<file path="config.mk">
export PLATFORM = sky130hd
export DESIGN_NAME = wsu_top
export DESIGN_NICKNAME = d
export VERILOG_FILES = /design/src/shared/wsu_pkg.sv /design/src/verilog/wsu_clk_div.sv /design/src/verilog/wsu_sync2.sv /design/src/verilog/wsu_top.sv
export SDC_FILE = /design/constraint.sdc
export NUM_CORES = 1
export LEC_CHECK = 0
export BUFFER_PORTS_ARGS = -buffer_cell sky130_fd_sc_hd__buf_2
export CAP_MARGIN = 5
export CORE_MARGIN = 2
export CORE_UTILIZATION = 30
export DETAILED_ROUTE_END_ITERATION = 8
export PLACE_DENSITY = 0.66
export SLEW_MARGIN = 20
export SYNTH_ARGS = -nofsm -noshare
export SYNTH_HDL_FRONTEND = slang
export SYNTH_SLANG_ARGS = --single-unit
</file>
<file path="constraint.sdc">
create_clock -name pclk -period 1.3 [get_ports pclk]
set_input_delay 0.13 -clock pclk [delete_from_list [all_inputs] [get_ports pclk]]
set_output_delay 0.13 -clock pclk [all_outputs]
set_load 0.01 [all_outputs]
</file>
<file path="src/shared/wsu_pkg.sv">
// Constants, types and helpers shared by the wait-state unit files.
package wsu_pkg;

  // Register map and layout of wait_and_clock_control.
  localparam logic [7:0] WSU_CTRL_OFFSET    = 8'h00;
  localparam logic [7:0] WSU_CTRL_RESET     = 8'hc8;
  localparam logic [7:0] WSU_CTRL_FIXED_ONE = 8'hc0;
  localparam logic [7:0] WSU_CTRL_WR_MASK   = 8'h3f;
  localparam int         WSU_HALVE_BIT      = 5;
  localparam int         WSU_RSVD_BIT       = 4;
  localparam int         WSU_MODE_HI_BIT    = 3;
  localparam int         WSU_MODE_LO_BIT    = 2;
  localparam int         WSU_CNT_HI_BIT     = 1;
  localparam int         WSU_CNT_LO_BIT     = 0;
  localparam logic [1:0] WSU_CNT_ZERO       = 2'h0;

  // Wait mode field encoding.
  typedef enum logic [1:0] {
    WSU_MODE_PROG = 2'b00,
    WSU_MODE_NONE = 2'b01,
    WSU_MODE_PIN  = 2'b10,
    WSU_MODE_AUTO = 2'b11
  } wsu_mode_t;

  // Bus cycle states: idle, first, second, inserted wait and closing state.
  typedef enum logic [2:0] {
    WSU_ST_IDLE = 3'b000,
    WSU_ST_T1   = 3'b001,
    WSU_ST_T2   = 3'b010,
    WSU_ST_TW   = 3'b011,
    WSU_ST_T3   = 3'b100
  } wsu_state_t;

  // Read view of the control register; the two top bits always read as one.
  function automatic logic [31:0] wsu_read_word(input logic [7:0] ctrl);
    wsu_read_word = {24'h000000, ctrl | WSU_CTRL_FIXED_ONE};
  endfunction

  // Count decrement that holds at zero.
  function automatic logic [1:0] wsu_dec(input logic [1:0] cnt);
    wsu_dec = (cnt == WSU_CNT_ZERO) ? WSU_CNT_ZERO : cnt - 2'h1;
  endfunction

endpackage

</file>
<file path="src/verilog/wsu_clk_div.sv">
// Supporting-module clock tick: every cycle, or every second cycle when halved.
`timescale 1ns/100ps
module wsu_clk_div (
  // Clock and reset.
  input  wire logic pclk,
  input  wire logic presetn,
  // Control and tick out.
  input  wire logic halve,
  output logic      tick_q
);

  // A tick enable rather than a gated clock keeps one clock tree for the
  // supporting modules; they advance only on cycles where the tick is high.
  always_ff @(posedge pclk or negedge presetn) begin
    if (!presetn) begin
      tick_q <= 1'b1;
    end else begin
      tick_q <= halve ? ~tick_q : 1'b1;
    end
  end

endmodule // wsu_clk_div

</file>
<file path="src/verilog/wsu_sync2.sv">
// Two-flop synchroniser for one level coming from a pin.
`timescale 1ns/100ps
module wsu_sync2 (
  // Clock and reset.
  input  wire logic pclk,
  input  wire logic presetn,
  // Level in and out.
  input  wire logic async_in,
  input  wire logic reset_level,
  output logic      sync_out
);

  logic meta_q;

  // The first flop feeds only the second one.
  always_ff @(posedge pclk or negedge presetn) begin
    if (!presetn) begin
      meta_q   <= 1'b0;
      sync_out <= 1'b0;
    end else begin
      meta_q   <= async_in ^ reset_level;
      sync_out <= meta_q;
    end
  end

endmodule // wsu_sync2

</file>
<file path="src/verilog/wsu_top.sv">
// Wait-state unit: control register on APB, bus cycle wait insertion, clock halving.
// Function
// - Control register takes value c8 at reset and hardware standby, kept in software standby.
// - Top two control bits always read one; writes to them are dropped.
// - Bit 4 is a plain read/write storage bit clearing to zero at reset.
// - Mode field bits 3:2: programmable, none, pin wait, pin auto-wait.
// - Count field bits 1:0 selects zero to three wait states; reset picks zero.
// - Programmable mode inserts exactly the count on external cycles, ignoring wait request.
// - Pin mode inserts the count, plus further waits while wait request stays low in last.
// - Pin mode keeps adding waits while wait request stays low at each sample.
// - Auto-wait samples wait request in second state; inserts count only if low.
// - Auto-wait never adds waits beyond the selected count.
// - Bit 5 clear feeds supporting modules full clock; set feeds half clock.
`timescale 1ns/100ps
module wsu_top
  import wsu_pkg::*;
(
  // Clock and reset.
  input  wire logic        pclk,
  input  wire logic        presetn,
  // APB slave.
  input  wire logic        psel,
  input  wire logic        penable,
  input  wire logic        pwrite,
  input  wire logic [7:0]  paddr,
  input  wire logic [31:0] pwdata,
  input  wire logic [3:0]  pstrb,
  output logic             pready,
  output logic [31:0]      prdata,
  output logic             pslverr,
  // CPU bus cycle request and state.
  input  wire logic        bus_start,
  input  wire logic        bus_ext_addr,
  output logic             bus_accept,
  output logic             bus_wait_state,
  output logic             bus_end,
  // Pins.
  input  wire logic        wait_req_n,
  input  wire logic        hw_standby,
  // Supporting-module clock.
  output logic             periph_tick,
  output logic             periph_halve
);

  // Register storage; the two top bits are not stored.
  logic [5:0]  ctrl_q;
  logic [5:0]  ctrl_d;
  logic [7:0]  ctrl_view;
  logic [31:0] prdata_q;
  logic        pslverr_q;

  // Synchronised pins.
  logic        wait_low;
  logic        standby_s;

  // Bus cycle state.
  wsu_state_t  state_q;
  wsu_state_t  state_d;
  wsu_mode_t   mode_q;
  logic [1:0]  cnt_q;
  logic        ext_q;
  logic [1:0]  wcnt_q;
  logic [1:0]  wcnt_d;

  // APB decode.
  wire         apb_setup  = psel & ~penable;
  wire         apb_access = psel & penable;
  wire         addr_hit   = (paddr == WSU_CTRL_OFFSET);
  wire         wr_hit     = apb_access & pwrite & addr_hit & pstrb[0];

  // Field decode of the live register.
  wire         reg_halve  = ctrl_q[WSU_HALVE_BIT];
  wire [1:0]   reg_mode   = ctrl_q[WSU_MODE_HI_BIT:WSU_MODE_LO_BIT];
  wire [1:0]   reg_cnt    = ctrl_q[WSU_CNT_HI_BIT:WSU_CNT_LO_BIT];

  assign ctrl_view = {2'b11, ctrl_q};

  // Synchronise the wait request as an active-high "low seen" level, so that
  // the synchroniser resets to "no wait request".
  wsu_sync2 u_sync_wait (
    .pclk        (pclk),
    .presetn     (presetn),
    .async_in    (wait_req_n),
    .reset_level (1'b1),
    .sync_out    (wait_low)
  );

  wsu_sync2 u_sync_stby (
    .pclk        (pclk),
    .presetn     (presetn),
    .async_in    (hw_standby),
    .reset_level (1'b0),
    .sync_out    (standby_s)
  );

  // Only the writable bits take write data; bits 7 and 6 are dropped.
  assign ctrl_d = standby_s ? WSU_CTRL_RESET[5:0] :
                  wr_hit    ? (pwdata[5:0] & WSU_CTRL_WR_MASK[5:0]) :
                              ctrl_q;

  // Software standby has no input here at all, so the contents simply hold.
  always_ff @(posedge pclk or negedge presetn) begin
    if (!presetn) begin
      ctrl_q <= WSU_CTRL_RESET[5:0];
    end else begin
      ctrl_q <= ctrl_d;
    end
  end

  // Read data is loaded in the setup phase, so it is stable for the access.
  always_ff @(posedge pclk or negedge presetn) begin
    if (!presetn) begin
      prdata_q  <= 32'h00000000;
      pslverr_q <= 1'b0;
    end else if (apb_setup) begin
      prdata_q  <= addr_hit ? wsu_read_word(ctrl_view) : 32'h00000000;
      pslverr_q <= ~addr_hit;
    end
  end

  assign pready  = 1'b1;
  assign prdata  = prdata_q;
  assign pslverr = pslverr_q & apb_access;

  // Supporting-module clock selection.
  assign periph_halve = reg_halve;

  wsu_clk_div u_clk_div (
    .pclk    (pclk),
    .presetn (presetn),
    .halve   (reg_halve),
    .tick_q  (periph_tick)
  );

  // Bus cycle sequencing. A new cycle is taken in idle or in the closing state.
  assign bus_accept     = (state_q == WSU_ST_IDLE) | (state_q == WSU_ST_T3);
  assign bus_wait_state = (state_q == WSU_ST_TW);
  assign bus_end        = (state_q == WSU_ST_T3);

  wire take_cycle = bus_start & bus_accept;

  // Waits only apply to external cycles in a mode that inserts them.
  wire ext_waits = ext_q & (mode_q != WSU_MODE_NONE);
  wire cnt_nz    = (cnt_q != WSU_CNT_ZERO);

  // Decision in the second state.
  logic t2_go_wait;
  logic [1:0] t2_wcnt;
  always_comb begin
    t2_go_wait = 1'b0;
    t2_wcnt    = WSU_CNT_ZERO;
    if (ext_waits) begin
      unique case (mode_q)
        WSU_MODE_PROG: begin
          t2_go_wait = cnt_nz;
          t2_wcnt    = wsu_dec(cnt_q);
        end
        WSU_MODE_PIN: begin
          t2_go_wait = cnt_nz | wait_low;
          t2_wcnt    = wsu_dec(cnt_q);
        end
        WSU_MODE_AUTO: begin
          t2_go_wait = cnt_nz & wait_low;
          t2_wcnt    = wsu_dec(cnt_q);
        end
        WSU_MODE_NONE: begin
          t2_go_wait = 1'b0;
          t2_wcnt    = WSU_CNT_ZERO;
        end
      endcase
    end
  end

  // Next state. In the last programmed wait only pin mode may extend.
  always_comb begin
    state_d = state_q;
    wcnt_d  = wcnt_q;
    unique case (state_q)
      WSU_ST_IDLE: begin
        if (take_cycle) begin
          state_d = WSU_ST_T1;
        end
      end
      WSU_ST_T1: begin
        state_d = WSU_ST_T2;
      end
      WSU_ST_T2: begin
        state_d = t2_go_wait ? WSU_ST_TW : WSU_ST_T3;
        wcnt_d  = t2_wcnt;
      end
      WSU_ST_TW: begin
        if (wcnt_q != WSU_CNT_ZERO) begin
          wcnt_d = wsu_dec(wcnt_q);
        end else if ((mode_q == WSU_MODE_PIN) && wait_low) begin
          state_d = WSU_ST_TW;
        end else begin
          state_d = WSU_ST_T3;
        end
      end
      WSU_ST_T3: begin
        state_d = take_cycle ? WSU_ST_T1 : WSU_ST_IDLE;
      end
      default: begin
        state_d = WSU_ST_IDLE;
      end
    endcase
  end

  always_ff @(posedge pclk or negedge presetn) begin
    if (!presetn) begin
      state_q <= WSU_ST_IDLE;
      wcnt_q  <= WSU_CNT_ZERO;
    end else begin
      state_q <= state_d;
      wcnt_q  <= wcnt_d;
    end
  end

  // Mode and count are caught when a cycle is taken, so a register write
  // during a cycle only affects the next one.
  always_ff @(posedge pclk or negedge presetn) begin
    if (!presetn) begin
      mode_q <= WSU_MODE_PIN;
      cnt_q  <= WSU_CNT_ZERO;
      ext_q  <= 1'b0;
    end else if (take_cycle) begin
      mode_q <= wsu_mode_t'(reg_mode);
      cnt_q  <= reg_cnt;
      ext_q  <= bus_ext_addr;
    end
  end

  // Checks on the behaviour above.

  property p_standby_reload;
    @(posedge pclk) disable iff (!presetn)
    standby_s |=> (ctrl_view == WSU_CTRL_RESET);
  endproperty
  a_standby_reload: assert property (p_standby_reload)
    else $error("Control register not reloaded during hardware standby.");

  property p_top_bits_one;
    @(posedge pclk) disable iff (!presetn)
    (apb_access && !pwrite && addr_hit) |-> (prdata[7:6] == 2'b11);
  endproperty
  a_top_bits_one: assert property (p_top_bits_one)
    else $error("Top control bits did not read as one.");

  property p_rsvd_bit_store;
    @(posedge pclk) disable iff (!presetn)
    (wr_hit && !standby_s) |=> (ctrl_q[WSU_RSVD_BIT] == $past(pwdata[WSU_RSVD_BIT]));
  endproperty
  a_rsvd_bit_store: assert property (p_rsvd_bit_store)
    else $error("Reserved storage bit did not keep written value.");

  property p_prog_three;
    @(posedge pclk) disable iff (!presetn)
    (state_q == WSU_ST_T2 && ext_q && mode_q == WSU_MODE_PROG && cnt_q == 2'h3)
      |=> bus_wait_state [*3] ##1 bus_end;
  endproperty
  a_prog_three: assert property (p_prog_three)
    else $error("Programmable mode did not insert exactly three waits.");

  property p_pin_extend;
    @(posedge pclk) disable iff (!presetn)
    (bus_wait_state && wcnt_q == WSU_CNT_ZERO && mode_q == WSU_MODE_PIN && wait_low)
      |=> bus_wait_state;
  endproperty
  a_pin_extend: assert property (p_pin_extend)
    else $error("Pin mode did not extend while wait request was low.");

  property p_pin_release;
    @(posedge pclk) disable iff (!presetn)
    (bus_wait_state && wcnt_q == WSU_CNT_ZERO && !wait_low) |=> bus_end;
  endproperty
  a_pin_release: assert property (p_pin_release)
    else $error("Wait state did not end after the last count.");

  property p_auto_skip;
    @(posedge pclk) disable iff (!presetn)
    (state_q == WSU_ST_T2 && mode_q == WSU_MODE_AUTO && !wait_low) |=> bus_end;
  endproperty
  a_auto_skip: assert property (p_auto_skip)
    else $error("Auto-wait inserted waits with wait request high.");

  property p_auto_limit;
    @(posedge pclk) disable iff (!presetn)
    (state_q == WSU_ST_T2 && ext_q && mode_q == WSU_MODE_AUTO && wait_low && cnt_q == 2'h2)
      |=> bus_wait_state [*2] ##1 bus_end;
  endproperty
  a_auto_limit: assert property (p_auto_limit)
    else $error("Auto-wait inserted a count other than the selected one.");

  property p_halve_tick;
    @(posedge pclk) disable iff (!presetn)
    (periph_halve && $past(periph_halve, 2)) |-> (periph_tick != $past(periph_tick));
  endproperty
  a_halve_tick: assert property (p_halve_tick)
    else $error("Halved supporting clock tick did not alternate.");

  property p_full_tick;
    @(posedge pclk) disable iff (!presetn)
    (!periph_halve && $past(!periph_halve)) |-> periph_tick;
  endproperty
  a_full_tick: assert property (p_full_tick)
    else $error("Undivided supporting clock tick missed a cycle.");

  property p_no_wait_cases;
    @(posedge pclk) disable iff (!presetn)
    (state_q == WSU_ST_T2 && (!ext_q || mode_q == WSU_MODE_NONE)) |=> bus_end;
  endproperty
  a_no_wait_cases: assert property (p_no_wait_cases)
    else $error("Waits inserted on an internal or no-wait cycle.");

endmodule // wsu_top
</file>
# Yosys cells after proc, flatten, opt, wreduce, memory -nomap -nowiden
# Index checks and enable logic that the tools add are counted.
# word_totals
register_bits	54
inputBits	53
output_inout_bits	39
wordCells	72
# classes
addsub	2
n_eq_ne	11
n_mux	18
bitwise_logic	15
reduce_logical	13
# ops
op	n
$pmux W3 S5	1
$mux W3	4
$mux W6	2
$and A1 B1 Y1	9
$logic_not A8 Y1	1
$mux W2	4
$mux W8	1
$pmux W2 S2	2
$reduce_bool A2 Y1	4
$eq A3 B2 Y1 const B	2
$logic_not A2 Y1	3
$eq A2 B2 Y1 const B	2
$ne A2 B1 Y1 const B	2
$ne A2 B2 Y1 const B	2
$not A1 Y1	4
$pmux W1 S4	1
$reduce_and A2 Y1	2
$sub A2 B1 Y2 const B	2
$eq A3 B1 Y1 const B	1
$eq A3 B3 Y1 const B	1
$logic_not A3 Y1	1
$mux W1	3
$reduce_or A3 Y1	1
$eq A2 B1 Y1 const B	1
2 further kinds	3

# Depth between registers and ports, before layout
# logic_depth
ltp_word	6
depth_mapped	5
ltp_nobuf	3

# By module
# A second synthesis with hierarchy kept.
# hier_totals
cells_unflattened	147
area_unflattened_um2	1527.7
# by_module_without_submodules
module	n_inst	cells_each	area_each_um2	seq_area_each_um2
wsu_top	1	139	1380.1	603.1
wsu_sync2	2	3	58.8	50.0
wsu_clk_div	1	2	30.0	26.3

# Worst setup path after synthesis
# OpenSTA, ideal clock, no wires.
# synth_timing
path_kind	flip-flop to flip-flop
start	register state_q[0]
end	register ext_q
setup_time_ns	0.125
arrival_time_ns	1.443
required_time_ns	1.175
slack_ns	-0.268
stages_incl_launch_ff	6
path_buffers	2
synth_period_minus_slack_ns	1.568
cell_sequence	dfrtp_1 clkbuf_1 nor2_1 and2_1 clkbuf_1 mux2_2
# synth_between
elab_chain_len	3
word_cells_on_any_way	4
classes_between	eq/ne (1); bitwise (2); reduce/logical (1)
# synth_lines
element	line	rtl
start, declared	wsu_top.sv:57	wsu_state_t state_q;
start signal, assigned	wsu_top.sv:214	state_q <= state_d;
$eq A3 B3 Y1 or $logic_not A3 Y1 (tied branches)	wsu_top.sv:136	assign bus_accept = (state_q == WSU_ST_IDLE) | (state_q == WSU_ST_T3);
$or A1 B1 Y1 *	wsu_top.sv:136	
net bus_accept	wsu_top.sv:34	output logic bus_accept,
$and A1 B1 Y1 *	wsu_top.sv:140	wire take_cycle = bus_start & bus_accept;
end signal, assigned	wsu_top.sv:229	ext_q <= bus_ext_addr;
end, declared	wsu_top.sv:61	logic ext_q;
# Mark *: on every way through the listed nets, which the timed path passes. The rest lies on a longest branch.
# A chain may end at the register's enable or synchronous reset.

# Worst setup path after layout
# layout_timing
start	register state_q[0]
end	output bus_wait_state
# layout_between
elab_chain_len	1
# layout_lines
element	line	rtl
$eq A3 B2 Y1	wsu_top.sv:137	assign bus_wait_state = (state_q == WSU_ST_TW);
end, declared	wsu_top.sv:35	output logic bus_wait_state,
# Every way passes these cells.

==> run_results.csv <==
group,metric,value,unit
run_status,outcome,"finished, final reports clean",
global_routing,antenna_found_initial,0,
clocking,cts_root_buffer,"clkbuf_8",
place,io_buffers,37,
route,post_drt_wl_per_cell,9.842,um
route,vias,1085,
logic_synthesis,synth-edff-count,0,
flow_run,drv_cap,0,
setup_path,cpMostUsedCell,"buf_6",
pwr,ir_worst_vdd,566.4,uV
setup_path,path_class,"reg -> out",
floorplanning,row_count,26,
timing,post-route-period-util,98.22,%
worst_hold_path,hold_start,"bus_ext_addr",
logic_synthesis,ys_ff_latch,29,
place,gp_routability_congestion,0.8484,
finish,fillers,529,
logic_synthesis,synth-simple-area-share,19.90,%
logic_synthesis,synth_compound_area_share,8.728,%
clocking,clock_sinks,29,
pwr,p_per_area,1366,nW/um^2
setup_path,path_cells,"buf_6, and3b_2, buf_6",
logic_synthesis,async_reset_ff_share,100.0,%
setup_path,worst_ep_required_time,1.17,ns
worst_hold_path,hold_path_class,"in -> reg",
logic_synthesis,synthXorXnorAreaFrac,0,%
finish,fin_cells,272,
setup_path,end_kind,"primary output",
finish,num-nets-final,254,
setup_path,worst-path-max-fanout,4,
clocking,clockBufferDepth,2,
setup_path,crit_start,"state_q[0]",
route,wirelength,2.677,mm
floorplanning,ios,92,
logic_synthesis,synth.top_cell.area_share,42.41,%
route,antenna_left,0,
floorplanning,die-area,5701,um^2
setup_path,max_stage_delay,0.42,ns
finish,syn_to_final_growth,30.51,%
logic_synthesis,netlist_top_cells_area,"dfrtp_1, buf_4, nand2b_1",
timing,fin_crit,1.277,ns
timing,finalHoldViolCount,0,
timing,final-setup-viol-count,0,
route,drt-vias-per-instance,3.989,
logic_synthesis,synth_mux_area_share,8.564,%
route,drc,0,
logic_synthesis,ys_seq_area_share,47.55,%
global_routing,grt_pass1_vias,956,
clocking,h-tree-depth,2,
logic_synthesis,synth_warnings,0,
setup_path,cp_slowest_cell,"dfrtp_2",
logic_synthesis,synth_top_family_by_area,"simple AND/OR/NAND/NOR gates",
finish,layout-drive-gt1-share,37.62,%
floorplanning,coreArea,5010,um^2
setup_path,rr_startpoint,"state_q[0]",
timing,rsz0062_at_grt,"yes",
logic_synthesis,synth_area_per_cell,10.09,um^2
timing,skew,0.002320,ns
global_routing,grt_pass1_wl,4.450,mm
route,drt_iter0_markers,24,
global_routing,grt_max_degree,16,
logic_synthesis,netlist_area,1534,um^2
place,place_inst,258,
finish,diodes,0,
timing,hold_ws,0.09269,ns
clocking,cts_tree,"done",
place,hpwl,2.071,mm
logic_synthesis,yosysTopAreaCell,"dfrtp_1",
clocking,cts-buffers-inserted,5,
floorplanning,die_x,75.51,um
clocking,clkTransAtPathRegs,0.06,ns
setup_path,arrival,1.15,ns
route,drt_pass1_iterations,4,
global_routing,track_usage,10.38,%
logic_synthesis,synth-adder-area-share,0,%
timing,finalSetupTns,0,ns
setup_path,critPathBufInv,2,
logic_synthesis,synthDistinctLibCells,36,
logic_synthesis,syn_inst,152,
global_routing,overflow,0,
pwr,p_leak,0.9481,nW
floorplanning,die_y,75.51,um
clocking,clock_latency,0.27,ns
setup_path,crit_family,"flip-flops",
setup_path,cp-start-kind,"flop",
logic_synthesis,synthFlopType,"dfrtp_1",
timing,slew_violations,0,
timing,max_freq,783.2,MHz
floorplanning,start_util,30.62,%
where the power goes:
part / total (W) / internal [W] / leakage [nW] / switching, W
Combinational: 0.000700 / 0.000374 / 0.519 / 0.000326
Clock: 0.000935 / 0.000623 / 0.0585 / 0.000311
Sequential: 0.00110 / 0.000987 / 0.370 / 0.000113
Total: 0.00273 / 0.00198 / 0.948 / 0.000750
cells in the final DEF (no fill, tap or decap), types with 3 or more instances in the layout:
| master | count |
|---|---|
| buf_2 | 36 |
| conb_1 | 25 |
| dfrtp_1 | 24 |
| nand2_1 | 18 |
| nand2b_1 | 13 |
| o21ai_0 | 10 |
| buf_4 | 7 |
| mux2i_1 | 6 |
| clkbuf_8 | 6 |
| nor2_1 | 5 |
| mux2_4 | 5 |
| nor2b_1 | 3 |
| dfstp_2 | 3 |
| dlygate4sd3_1 | 3 |
| buf_6 | 3 |
cell usage after synthesis, drive strengths merged, types with 3 or more instances:
cell    number
nor2         6
o21ai       10
nand2b      14
mux2         6
dfstp        3
nor2b        3
clkbuf       5
nand2       18
buf         27
mux2i        6
dfrtp       26
area by class of cell:
type / count / area (um^2) / area share (%)
Sequential cell: 29 / 732.0 / 36.56
Multi-Input combinational cell: 112 / 721.9 / 36.06
Timing Repair Buffer: 51 / 336.6 / 16.81
Tap cell: 70 / 87.58 / 4.375
Clock buffer: 7 / 86.33 / 4.313
Clock inverter: 1 / 30.03 / 1.500
Inverter: 2 / 7.507 / 0.3750
sequential cells by signal, summed over array words and instances (netlist names), 2 cells and up:
name	cells
prdata	7
ctrl_q	6
state_q	3
cnt_q	2
mode_q	2
wcnt_q	2
worst register-to-register path: cells and delay by family, from the launching register on:
kind                   cells  cell delay, ns
AO/OA/AOI/OAI              2            0.50
buffers and inverters      1            0.13
flip-flops                 1            0.42
AND/OR/NAND/NOR            1            0.14
layer usage:
metal | vias up | share of wire (%) | track usage [%] | routed length (um)
met5 | - | 0 | 0 | 0
met2 | 24 | 47 | 14.69 | 1265
met1 | 494 | 46 | 14.26 | 1242
li1 | 561 | - | - | -
met3 | 6 | 4.7 | 3.704 | 125
met4 | 0 | 1.6 | 4.678 | 44
cell families after synthesis:
family | Yosys count
other cells | 2
flops | 29
simple gates | 54
buf+inv | 34
compound gates | 21
mux | 12
stage by stage:
step	instance area [um^2]	utilization [%]	worst slack, ns	total power (W)
global route	2002	39.96	-0.02377	0.002897
global placement	1782	35.56	-0.1438	0.001627
floorplan	1663	-	-0.09466	0.001560
detailed placement	1782	35.56	-0.1635	0.001631
CTS	1949	38.91	-0.003143	0.002643
finish	2002	39.96	0.02318	0.002734
worst paths after layout:
check | end | slack, ns | cells after the start
max | bus_wait_state | 0.02 | 3
min | ext_q | 0.09 | 2
max reg2reg | state_q[1] | 0.04 | 4
min reg2reg | u_sync_wait.sync_out | 0.35 | 0
max in group asynchronous | mode_q[0] | 0.63 | 3
min in group asynchronous | ctrl_q[5] | 0.29 | 2
what timing repair did:
item,CTS,global route
pin swaps,1,4
endpoints found under the setup margin,4,7
buffers inserted,2,1
endpoints found under the hold margin,13,0
hold buffers,3,0
gates resized for setup,2,9
No activity file was read; power rests on OpenSTA's default activity.
